`src/epiu_defs.svh`:
```
`ifndef EPIU_DEFS_SVH
`define EPIU_DEFS_SVH

// line counts
`define EPIU_N_EXT        8
`define EPIU_N_LOW        4
`define EPIU_N_PC         13
`define EPIU_N_PC0        8
`define EPIU_ADDR_W       12

// register indices, byte address is four times the index
`define EPIU_IDX_EXT_FLAG 8'h1C
`define EPIU_IDX_EXT_EN   8'h1D
`define EPIU_IDX_PC_CTRL  8'h68
`define EPIU_IDX_SNS_LO   8'h69
`define EPIU_IDX_SNS_HI   8'h6A
`define EPIU_IDX_PC_MSK0  8'h6B
`define EPIU_IDX_PC_MSK1  8'h6C
`define EPIU_IDX_PC_FLAG  8'h1B

// reset values
`define EPIU_RST_BYTE     8'h00
`define EPIU_RST_WORD     32'h0000_0000

// sense field encodings
`define EPIU_SENSE_LOW    2'b00
`define EPIU_SENSE_ANY    2'b01
`define EPIU_SENSE_FALL   2'b10
`define EPIU_SENSE_RISE   2'b11

`endif

```
`src/epiu_pkg.sv`:
```
`include "epiu_defs.svh"

package epiu_pkg;

  // state of one external line detector
  typedef struct packed {
    logic samp;
    logic prev;
    logic primed;
    logic flag;
  } epiu_line_st_t;

  // requests handed to the core
  typedef struct packed {
    logic [`EPIU_N_EXT-1:0] ext;
    logic [1:0]             pc;
  } epiu_req_t;

  // true when the selected edge lies between prev and cur
  function automatic logic epiu_edge_hit(input logic [1:0] sense,
                                         input logic       prev,
                                         input logic       cur);
    case (sense)
      `EPIU_SENSE_ANY:  epiu_edge_hit = prev ^ cur;
      `EPIU_SENSE_FALL: epiu_edge_hit = prev & ~cur;
      `EPIU_SENSE_RISE: epiu_edge_hit = ~prev & cur;
      default:          epiu_edge_hit = 1'b0;
    endcase
  endfunction

  // word-aligned decode of a register index
  function automatic logic epiu_hit(input logic [`EPIU_ADDR_W-1:0] addr,
                                    input logic [7:0]              idx);
    epiu_hit = (addr == {2'b00, idx, 2'b00});
  endfunction

endpackage

```
`src/epiu_sense_line.sv`:
```
`timescale 1ns/10ps
`include "epiu_defs.svh"

module epiu_sense_line #(
  parameter bit SAMPLED = 1'b0
) (
  // clock and reset
  input  wire logic       pclk,
  input  wire logic       presetn,
  input  wire logic       ce,
  // line control
  input  wire logic       sample_en,
  input  wire logic       pin,
  input  wire logic [1:0] sense,
  input  wire logic       clr,
  // results
  output logic            flag,
  output logic            level_low
);
  import epiu_pkg::*;

  epiu_line_st_t st_ff;
  epiu_line_st_t nxt_st;
  logic          cur;
  logic          hit;
  logic          is_level;

  // upper lines compare two samples, lower lines compare pin to last
  always_comb begin
    nxt_st   = st_ff;
    is_level = (sense == `EPIU_SENSE_LOW);
    cur      = SAMPLED ? st_ff.samp : pin;
    hit      = st_ff.primed & sample_en &
               epiu_edge_hit(sense, st_ff.prev, cur);
    if (sample_en) begin
      nxt_st.samp   = pin;
      // first enabled edge loads the pin into both stages, no false edge
      nxt_st.prev   = st_ff.primed ? cur : pin;
      nxt_st.primed = 1'b1;
    end
    // set beats clear; level mode holds the flag down
    if (is_level) begin
      nxt_st.flag = 1'b0;
    end else begin
      nxt_st.flag = hit | (st_ff.flag & ~clr);
    end
  end

  always_ff @(posedge pclk or negedge presetn) begin
    if (!presetn) begin
      st_ff <= '0;
    end else if (ce) begin
      st_ff <= nxt_st;
    end
  end

  assign flag      = st_ff.flag;
  // low level needs no clock, taken straight from the pin
  assign level_low = (sense == `EPIU_SENSE_LOW) & ~pin;
endmodule

```
`src/epiu_top.sv`:
```
// How it works
// - pins trigger even when driven as outputs
// - group 0 fires on masked toggle 7:0
// - group 1 fires on masked toggle 12:8
// - pin changes detected without the I/O clock
// - level request stays while pin low
// - edges on lines 7:4 need I/O clock
// - low levels and lines 3:0 need no I/O clock
// - vanished level ends wake and interrupt in the same cycle
// - lines 3:0 need global and own enable
// - pulses of one cycle on 3:0 caught
// - sense codes: low, any, fall, rise
// - low sense byte at index 0x69, resets zero
// - edge sets flag, ack or one clears
// - enable byte at index 0x1D, one bit each
// - lines 7:4 sampled before edge detection
// - group flags set, cleared; enables at 0x68
`timescale 1ns/10ps
`include "epiu_defs.svh"

module epiu_top #(
  parameter int N_EXT = `EPIU_N_EXT,
  parameter int N_PC  = `EPIU_N_PC
) (
  // clock, reset, clock enable
  input  wire logic                    pclk,
  input  wire logic                    presetn,
  input  wire logic                    ce,
  // apb slave
  input  wire logic                    psel,
  input  wire logic                    penable,
  input  wire logic                    pwrite,
  input  wire logic [`EPIU_ADDR_W-1:0] paddr,
  input  wire logic [31:0]             pwdata,
  input  wire logic [3:0]              pstrb,
  output logic      [31:0]             prdata,
  output logic                         pready,
  output logic                         pslverr,
  // core side
  input  wire logic                    global_irq_en,
  input  wire logic                    io_clk_en,
  input  wire logic [N_EXT-1:0]        vec_ack_ext,
  input  wire logic [1:0]              vec_ack_pc,
  output epiu_pkg::epiu_req_t          irq_req,
  output logic                         irq,
  output logic                         wake_req,
  // pins
  input  wire logic [N_EXT-1:0]        ext_irq_line,
  input  wire logic [N_PC-1:0]         pin_change_line
);
  import epiu_pkg::*;

  // all module state in one record
  typedef struct packed {
    logic [7:0]      ext_irq_sense_ctrl_low;
    logic [7:0]      ext_irq_sense_ctrl_high;
    logic [7:0]      ext_irq_enable_byte;
    logic [1:0]      pin_change_group_ctrl;
    logic [7:0]      pin_change_mask_group0;
    logic [4:0]      pin_change_mask_group1;
    logic [N_PC-1:0] pc_prev;
    logic            pc_primed;
    logic [1:0]      pin_change_pending_flag;
    logic            pready;
    logic            pslverr;
    logic [31:0]     prdata;
    epiu_req_t       req;
    logic            irq;
    logic            wake;
  } epiu_state_t;

  epiu_state_t       st_ff;
  epiu_state_t       nxt_st;

  // per-line detector results
  logic [N_EXT-1:0]  ext_irq_pending_flag;
  logic [N_EXT-1:0]  ext_level_low;
  logic [N_EXT-1:0]  ext_clr;
  logic [2*N_EXT-1:0] sense_all;

  // bus qualifiers
  logic              setup_ph;
  logic              access_ph;
  logic              wr_commit;
  logic              wr_lane0;
  logic [7:0]        wbyte;
  logic              hit_any;
  logic [7:0]        rd_byte;

  // pin change helpers
  logic [N_PC-1:0]   pc_toggle;
  logic [N_PC-1:0]   pc_mask_all;
  logic [1:0]        pc_set;
  logic [1:0]        pc_clr;
  logic [N_EXT-1:0]  ext_active;
  logic              wake_any;

  assign sense_all = {st_ff.ext_irq_sense_ctrl_high,
                      st_ff.ext_irq_sense_ctrl_low};

  // one detector per external line; upper half sampled on the io clock
  genvar gi;
  generate
    for (gi = 0; gi < N_EXT; gi = gi + 1) begin : g_line
      epiu_sense_line #(
        .SAMPLED (gi >= `EPIU_N_LOW)
      ) u_line (
        .pclk      (pclk),
        .presetn   (presetn),
        .ce        (ce),
        .sample_en ((gi >= `EPIU_N_LOW) ? io_clk_en : 1'b1),
        .pin       (ext_irq_line[gi]),
        .sense     (sense_all[2*gi +: 2]),
        .clr       (ext_clr[gi]),
        .flag      (ext_irq_pending_flag[gi]),
        .level_low (ext_level_low[gi])
      );
    end
  endgenerate

  // apb phase decode
  always_comb begin
    setup_ph  = psel & ~penable;
    access_ph = psel & penable & st_ff.pready;
    wr_lane0  = pstrb[0];
    wbyte     = pwdata[7:0];
    hit_any   = epiu_hit(paddr, `EPIU_IDX_EXT_FLAG) |
                epiu_hit(paddr, `EPIU_IDX_EXT_EN)   |
                epiu_hit(paddr, `EPIU_IDX_PC_CTRL)  |
                epiu_hit(paddr, `EPIU_IDX_SNS_LO)   |
                epiu_hit(paddr, `EPIU_IDX_SNS_HI)   |
                epiu_hit(paddr, `EPIU_IDX_PC_MSK0)  |
                epiu_hit(paddr, `EPIU_IDX_PC_MSK1)  |
                epiu_hit(paddr, `EPIU_IDX_PC_FLAG);
    // an unmapped address writes nothing and answers with an error
    wr_commit = access_ph & pwrite & wr_lane0 & hit_any;
  end

  // read mux; reserved bits read as zero
  always_comb begin
    rd_byte = `EPIU_RST_BYTE;
    if (epiu_hit(paddr, `EPIU_IDX_EXT_FLAG)) begin
      rd_byte = ext_irq_pending_flag;
    end else if (epiu_hit(paddr, `EPIU_IDX_EXT_EN)) begin
      rd_byte = st_ff.ext_irq_enable_byte;
    end else if (epiu_hit(paddr, `EPIU_IDX_PC_CTRL)) begin
      rd_byte = {6'h00, st_ff.pin_change_group_ctrl};
    end else if (epiu_hit(paddr, `EPIU_IDX_SNS_LO)) begin
      rd_byte = st_ff.ext_irq_sense_ctrl_low;
    end else if (epiu_hit(paddr, `EPIU_IDX_SNS_HI)) begin
      rd_byte = st_ff.ext_irq_sense_ctrl_high;
    end else if (epiu_hit(paddr, `EPIU_IDX_PC_MSK0)) begin
      rd_byte = st_ff.pin_change_mask_group0;
    end else if (epiu_hit(paddr, `EPIU_IDX_PC_MSK1)) begin
      rd_byte = {3'h0, st_ff.pin_change_mask_group1};
    end else if (epiu_hit(paddr, `EPIU_IDX_PC_FLAG)) begin
      rd_byte = {6'h00, st_ff.pin_change_pending_flag};
    end
  end

  // flag clears from a written one or from vector entry
  always_comb begin
    ext_clr = vec_ack_ext;
    if (wr_commit && epiu_hit(paddr, `EPIU_IDX_EXT_FLAG)) begin
      ext_clr = vec_ack_ext | wbyte;
    end
    pc_clr = vec_ack_pc;
    if (wr_commit && epiu_hit(paddr, `EPIU_IDX_PC_FLAG)) begin
      pc_clr = vec_ack_pc | wbyte[1:0];
    end
  end

  // pin change toggles, compared against the last pclk sample
  always_comb begin
    pc_mask_all = {st_ff.pin_change_mask_group1,
                   st_ff.pin_change_mask_group0};
    // no io clock gating here, so changes still wake from deep sleep
    pc_toggle = (pin_change_line ^ st_ff.pc_prev) &
                pc_mask_all & {N_PC{st_ff.pc_primed}};
    pc_set[0] = |pc_toggle[`EPIU_N_PC0-1:0];
    pc_set[1] = |pc_toggle[N_PC-1:`EPIU_N_PC0];
  end

  // request sources: edge flag or a low level that is still there
  always_comb begin
    ext_active = ext_irq_pending_flag | ext_level_low;
    // level wake does not wait for the level to last
    wake_any   = |(st_ff.ext_irq_enable_byte & ext_active) |
                 |(st_ff.pin_change_group_ctrl &
                   st_ff.pin_change_pending_flag);
  end

  // next state of the whole block
  always_comb begin
    nxt_st = st_ff;

    // bus answer: no wait state, data captured in the setup cycle
    nxt_st.pready = setup_ph;
    if (setup_ph) begin
      nxt_st.prdata  = {24'h000000, rd_byte};
      nxt_st.pslverr = ~hit_any;
    end else if (access_ph) begin
      nxt_st.pslverr = 1'b0;
    end

    // plain read-write configuration registers
    if (wr_commit) begin
      if (epiu_hit(paddr, `EPIU_IDX_SNS_LO)) begin
        nxt_st.ext_irq_sense_ctrl_low = wbyte;
      end
      if (epiu_hit(paddr, `EPIU_IDX_SNS_HI)) begin
        nxt_st.ext_irq_sense_ctrl_high = wbyte;
      end
      if (epiu_hit(paddr, `EPIU_IDX_EXT_EN)) begin
        nxt_st.ext_irq_enable_byte = wbyte;
      end
      if (epiu_hit(paddr, `EPIU_IDX_PC_CTRL)) begin
        nxt_st.pin_change_group_ctrl = wbyte[1:0];
      end
      if (epiu_hit(paddr, `EPIU_IDX_PC_MSK0)) begin
        nxt_st.pin_change_mask_group0 = wbyte;
      end
      if (epiu_hit(paddr, `EPIU_IDX_PC_MSK1)) begin
        nxt_st.pin_change_mask_group1 = wbyte[4:0];
      end
    end

    // pin change history; first sample after reset only primes
    nxt_st.pc_prev   = pin_change_line;
    nxt_st.pc_primed = 1'b1;

    // set wins over clear in the same cycle
    nxt_st.pin_change_pending_flag =
      pc_set | (st_ff.pin_change_pending_flag & ~pc_clr);

    // requests gated by own enable and global enable
    nxt_st.req.ext = ext_active & st_ff.ext_irq_enable_byte &
                     {N_EXT{global_irq_en}};
    nxt_st.req.pc  = st_ff.pin_change_pending_flag &
                     st_ff.pin_change_group_ctrl &
                     {2{global_irq_en}};
    nxt_st.irq     = (|nxt_st.req.ext) | (|nxt_st.req.pc);

    // wake does not need the global flag, it only restarts the clock
    nxt_st.wake    = wake_any;
  end

  // single register stage for all state; ce freezes everything
  always_ff @(posedge pclk or negedge presetn) begin
    if (!presetn) begin
      st_ff <= '0;
    end else if (ce) begin
      st_ff <= nxt_st;
    end
  end

  // outputs come straight from the state register
  assign prdata  = st_ff.prdata;
  assign pready  = st_ff.pready;
  assign pslverr = st_ff.pslverr;
  assign irq_req = st_ff.req;
  assign irq     = st_ff.irq;
  assign wake_req = st_ff.wake;
endmodule

```
`config.mk`:
```
export PLATFORM = sky130hd
export DESIGN_NAME = epiu_top
export DESIGN_NICKNAME = d
export VERILOG_FILES = /design/src/epiu_pkg.sv /design/src/epiu_sense_line.sv /design/src/epiu_top.sv
export VERILOG_INCLUDE_DIRS = /design/src /design/src/src
export SDC_FILE = /design/constraint.sdc
export NUM_CORES = 1
export LEC_CHECK = 0
export ABC_AREA = 1
export BUFFER_PORTS_ARGS = -buffer_cell sky130_fd_sc_hd__buf_2
export CORE_ASPECT_RATIO = 1.25
export CORE_MARGIN = 3
export CORE_UTILIZATION = 36
export DETAILED_ROUTE_END_ITERATION = 6
export PLACE_DENSITY_LB_ADDON = 0.15
export REMOVE_ABC_BUFFERS = 1
export SLEW_MARGIN = 20
export SYNTH_ARGS = -nofsm -noshare
export SYNTH_HDL_FRONTEND = slang
export SYNTH_HIERARCHICAL = 1
export SYNTH_SLANG_ARGS = --single-unit
export TNS_END_PERCENT = 20
```
`constraint.sdc`:
```
create_clock -name pclk -period 1.7 [get_ports pclk]
set_input_delay 0.255 -clock pclk [delete_from_list [all_inputs] [get_ports pclk]]
set_output_delay 0.255 -clock pclk [all_outputs]
set_load 0.05 [all_outputs]
```
==> run summary <==
SETUP PATH
----------------------------------------------------------------------------------------------------
Critical R2R Launch                                                                     sense_all[0]$_DFFE_PN0P_
Destination of the worst register-to-register timing path                               irq$_DFFE_PN0P_
CP Launch Type                                                                                  flop
Worst setup EP type                                                                             flop
Largest stage delay on the critical path                                                      380 ps
Critical path class                                                                       reg -> reg
CP most frequent cell                                                                        nand3_1
Critical path peak fanout                                                                          2
Data arrival time of the critical path                                                       1780 ps
Required arrival time at the worst endpoint                                                  1950 ps
Setup slack, reg-to-reg                                                                       170 ps
R2r worst-path depth                                                                               7
Cell with the largest stage delay on the worst path                                          o21ai_0
Worst-path cell chain                                                                   nor3_1, o21ai_0, nand4_1, nor2_1, nand3_1, nand3_1, nand2_1

CLOCKING
----------------------------------------------------------------------------------------------------
Insertion delay to the later sink of the worst-skew pair                                      360 ps
Count of clock tree sinks                                                                        105
Clk Tree Root Cell                                                                         clkbuf_16
Number of buffers created by CTS                                                                   9
H-tree depth                                                                                       3
TritonCTS clock tree                                                                           built
Worst-case clock buffer depth                                                                      2
Clock-pin slew reported for the worst setup and hold paths after clock tree synthesis          70 ps

PWR
----------------------------------------------------------------------------------------------------
Static leakage power                                                                      0.00400 uW
Sw frac                                                                                        0.278
Sequential Power Share                                                                         0.487
Sw power                                                                                     1500 uW
Total Power Consumption                                                                      5380 uW
Total power per unit cell area                                                           724 nW/um^2
Int Power                                                                                    3880 uW
Clock share of power                                                                           0.374
Worst-case vdd ir drop                                                                      0.393 mV
Share of power burned in combinational logic                                                   0.139

GLOBAL ROUTING
----------------------------------------------------------------------------------------------------
Wire length of the first global-routing pass                                               26,600 um
Leftover overflow at the end of global routing                                                     0
Pin count of the biggest net entering global routing                                              31
Total global routing track utilization                                                         0.181
Number of antenna violations at the first check in global routing                                  0
Vias in the first global route                                                                 5,150

SYNTH
----------------------------------------------------------------------------------------------------
#FFs+latches synth                                                                               105
Largest family of logic cells by synthesized area                                       simple AND/OR/NAND/NOR gates
Average cell area after synthesis                                                          7.59 um^2
Share of the synthesized area in the top cell type                                             0.421
Ys Warns                                                                                           6
Synth Area in XOR/XNOR                                                                       0.00562
Synth area leader                                                                            dfrtp_1
Netlist Area Pre-Place                                                                     6240 um^2
Distinct cell type count after synthesis                                                          36
Adder and majority cell fraction of the synthesized area                                      0.0321
Multiplexer share of the synthesized area                                                          0
Most common flop cell mapped by yosys                                                        dfrtp_1
Compound-Gate Fraction of Synth Area                                                           0.121
Post-synthesis share of cell area spent on and, or, nand and nor gates                         0.290
Async set-or-reset flop fraction in the synthesized netlist                                     1.00
Post-synthesis sequential area ratio                                                           0.421
EDFF count, synth                                                                                  0
Syn Inst Count                                                                                   822
Area contributors post-synth                                                            dfrtp_1 (42%), nand2_1 (16%), inv_1 (5.4%)

STA
----------------------------------------------------------------------------------------------------
Final period utilization                                                                       0.901
Final hold slack                                                                              122 ps
RSZ-0062 raised after global routing                                                           false
Max Clock Skew                                                                               11.2 ps
F_max                                                                                        653 MHz
Post-route minimum period                                                                    1530 ps
Least setup slack across all paths after layout                                               169 ps
Number of endpoints failing setup at the final stage                                               0
Number of failing hold endpoints at the final stage                                                0
Setup tns final                                                                                 0 ps
Slew Limit Fails                                                                                   0

DIE
----------------------------------------------------------------------------------------------------
Die outline area                                                                         18,900 um^2
Placeable core area                                                                      16,900 um^2
Width of the chip                                                                             124 um
Vertical extent of the die                                                                    153 um
Top-level port count                                                                             133
Number of rows in the core area                                                                   53
Initial Util                                                                                   0.369

HOLD PATH
----------------------------------------------------------------------------------------------------
Hold-critical path endpoint                                                             st_ff[55]$_DFFE_PN0P_
Type of the tightest min-delay check                                                       in -> reg
Cell count of the worst hold path                                                                  3
Beginning of the worst hold path                                                        pin_change_line[6]

DETAILED ROUTING
----------------------------------------------------------------------------------------------------
Vias per cell                                                                                   4.57
Drt total wl                                                                               16,500 um
Number of vias after detailed routing                                                          5,367
DRC violations left                                                                                0
DR WL/cell                                                                                   14.0 um
Number of DRC markers in iteration 0                                                             217
Pre-Repair DR Iteration Count                                                                      5
Final ANT Viol Nets                                                                                0

PLACE
----------------------------------------------------------------------------------------------------
Quantity of I/O buffers inserted on ports                                                         81
DPL Wire Length                                                                            13,100 um
Post-placement setup slack                                                                  -81.6 ps
Final RePlAce weighted congestion                                                              0.865

FINISH
----------------------------------------------------------------------------------------------------
Ratio of cells with drive above 1 in the final layout                                          0.226
Post-Route Utilization                                                                         0.439
Antenna diode count                                                                                0
Synthesis-to-layout area growth                                                                19.0%
Final net count                                                                                1,052
Layout fillers                                                                                 1,810

FLOW RUN
----------------------------------------------------------------------------------------------------
Number of max-capacitance violations reported                                                      0

STATUS
----------------------------------------------------------------------------------------------------
Status                                                                                  finished clean

==> cells in the mapped netlist (2+ instances only) <==
master    instances
clkinv_1          2
inv_1            90
nand2_2           3
buf_4            42
conb_1            2
nand4_4           5
ha_1             16
nor3_1           12
dfrtp_1         105
nor2_4            3
nand3_1          38
xor2_1            4
nor2_1           42
o211ai_1          5
inv_2            19
buf_6             4
or2_1             4
or2_2             5
clkbuf_1          6
a21o_1            8
nand4_1           6
o21ai_0          42
nor2_2            5
nor2_8            2
o21ai_2           8
o21ai_1          39
nand2_8           2
nand2_1         270
a21oi_2           8
a21oi_1          19
==> cells by family after synthesis <==
family / count (synthesis)
XOR/XNOR: 4
adder cells (fa/ha/maj): 16
buffers and inverters: 164
flip-flops: 105
AO/OA/AOI/OAI: 131
other: 2
AND/OR/NAND/NOR: 400
==> placed cells by master (no fill, tap or decap), types with 2 or more instances in the layout <==
cell / count
buf_2: 80
clkbuf_16: 9
nand2_8: 2
dfrtp_1: 105
nand4_1: 6
nor3_1: 12
o21ai_0: 42
a21oi_2: 8
ha_1: 16
or2_2: 5
a21oi_1: 19
conb_1: 32
clkinv_1: 2
inv_1: 90
nor2_1: 42
inv_2: 19
nand4_4: 5
o211ai_1: 5
nand3_1: 37
or2_1: 4
clkinv_2: 4
nand2_1: 270
o21ai_2: 8
xor2_1: 4
buf_4: 53
nor2_2: 5
nor2_8: 2
nand2_2: 3
clkbuf_8: 2
o21ai_1: 39
a21o_1: 8
nor2_4: 3
buf_12: 4
==> power by group through the flow <==
stage / Combinational [uW] / Clock, uW / Sequential, uW
after floorplan: 434 / 0 / 2680
after global placement: 754 / 0 / 2670
after detailed placement: 758 / 0 / 2670
after CTS: 762 / 2080 / 2620
after global routing: 845 / 2170 / 2630
final: 748 / 2010 / 2620
==> state kept, by name (all words and copies together), names as in the netlist, 4 cells and up <==
name	cells
st_ff	26
g_line.u_line/st_ff	16
sense_all	16
pc_mask_all	13
irq_req	10
g_line.u_line/flag	8
prdata	8
g_line.u_line/cur	4
==> routing by layer <==
layer | track usage | part of all wire
met1 | 0.240 | 0.45
met4 | 0.0544 | 0.014
met2 | 0.306 | 0.50
met3 | 0.0233 | 0.037
met5 | 0 | 0
==> worst max-delay path: cells and delay by family, from the launching register on <==
kind,cells,cell delay (ps)
compound gates,1,380
flops,1,350
simple gates,6,700
==> worst max path at each step <==
stage	from	endpoint	depth (start not counted)
after floorplan	pready$_DFFE_PN0P_	sense_all[10]$_DFFE_PN0P_	7
after global placement	paddr[1]	sense_all[4]$_DFFE_PN0P_	13
after detailed placement	paddr[1]	sense_all[4]$_DFFE_PN0P_	13
after CTS	pready$_DFFE_PN0P_	pc_mask_all[0]$_DFFE_PN0P_	8
after global routing	paddr[1]	sense_all[1]$_DFFE_PN0P_	13
final	sense_all[0]$_DFFE_PN0P_	irq$_DFFE_PN0P_	7
==> cell type report <==
| class | instances | area, um^2 | share of cell area |
|---|---|---|---|
| clock inverters | 5 | 28.8 | 0.00388 |
| well taps | 220 | 275 | 0.0371 |
| multi-input cells | 583 | 2920 | 0.394 |
| flip-flops and latches | 105 | 2630 | 0.354 |
| repair buffers | 139 | 900 | 0.121 |
| clock buffers | 11 | 253 | 0.0341 |
| inverters | 111 | 417 | 0.0561 |
==> through the flow <==
| step | cell area [um^2] | cells |
|---|---|---|
| floorplan | 5960 | 799 |
| global placement | 7120 | 1157 |
| detailed placement | 7120 | 1157 |
| CTS | 7410 | 1174 |
| global route | 7420 | 1174 |
| finish | 7420 | 1174 |
==> timing repair <==
action | CTS | global route
setup endpoints to repair | 0 | 28
hold buffers | 1 | 0
buffers inserted | 0 | 0
endpoints found under the hold margin | 25 | 0
gates resized for setup | 0 | 2
(Power assumes the default switching activity.)
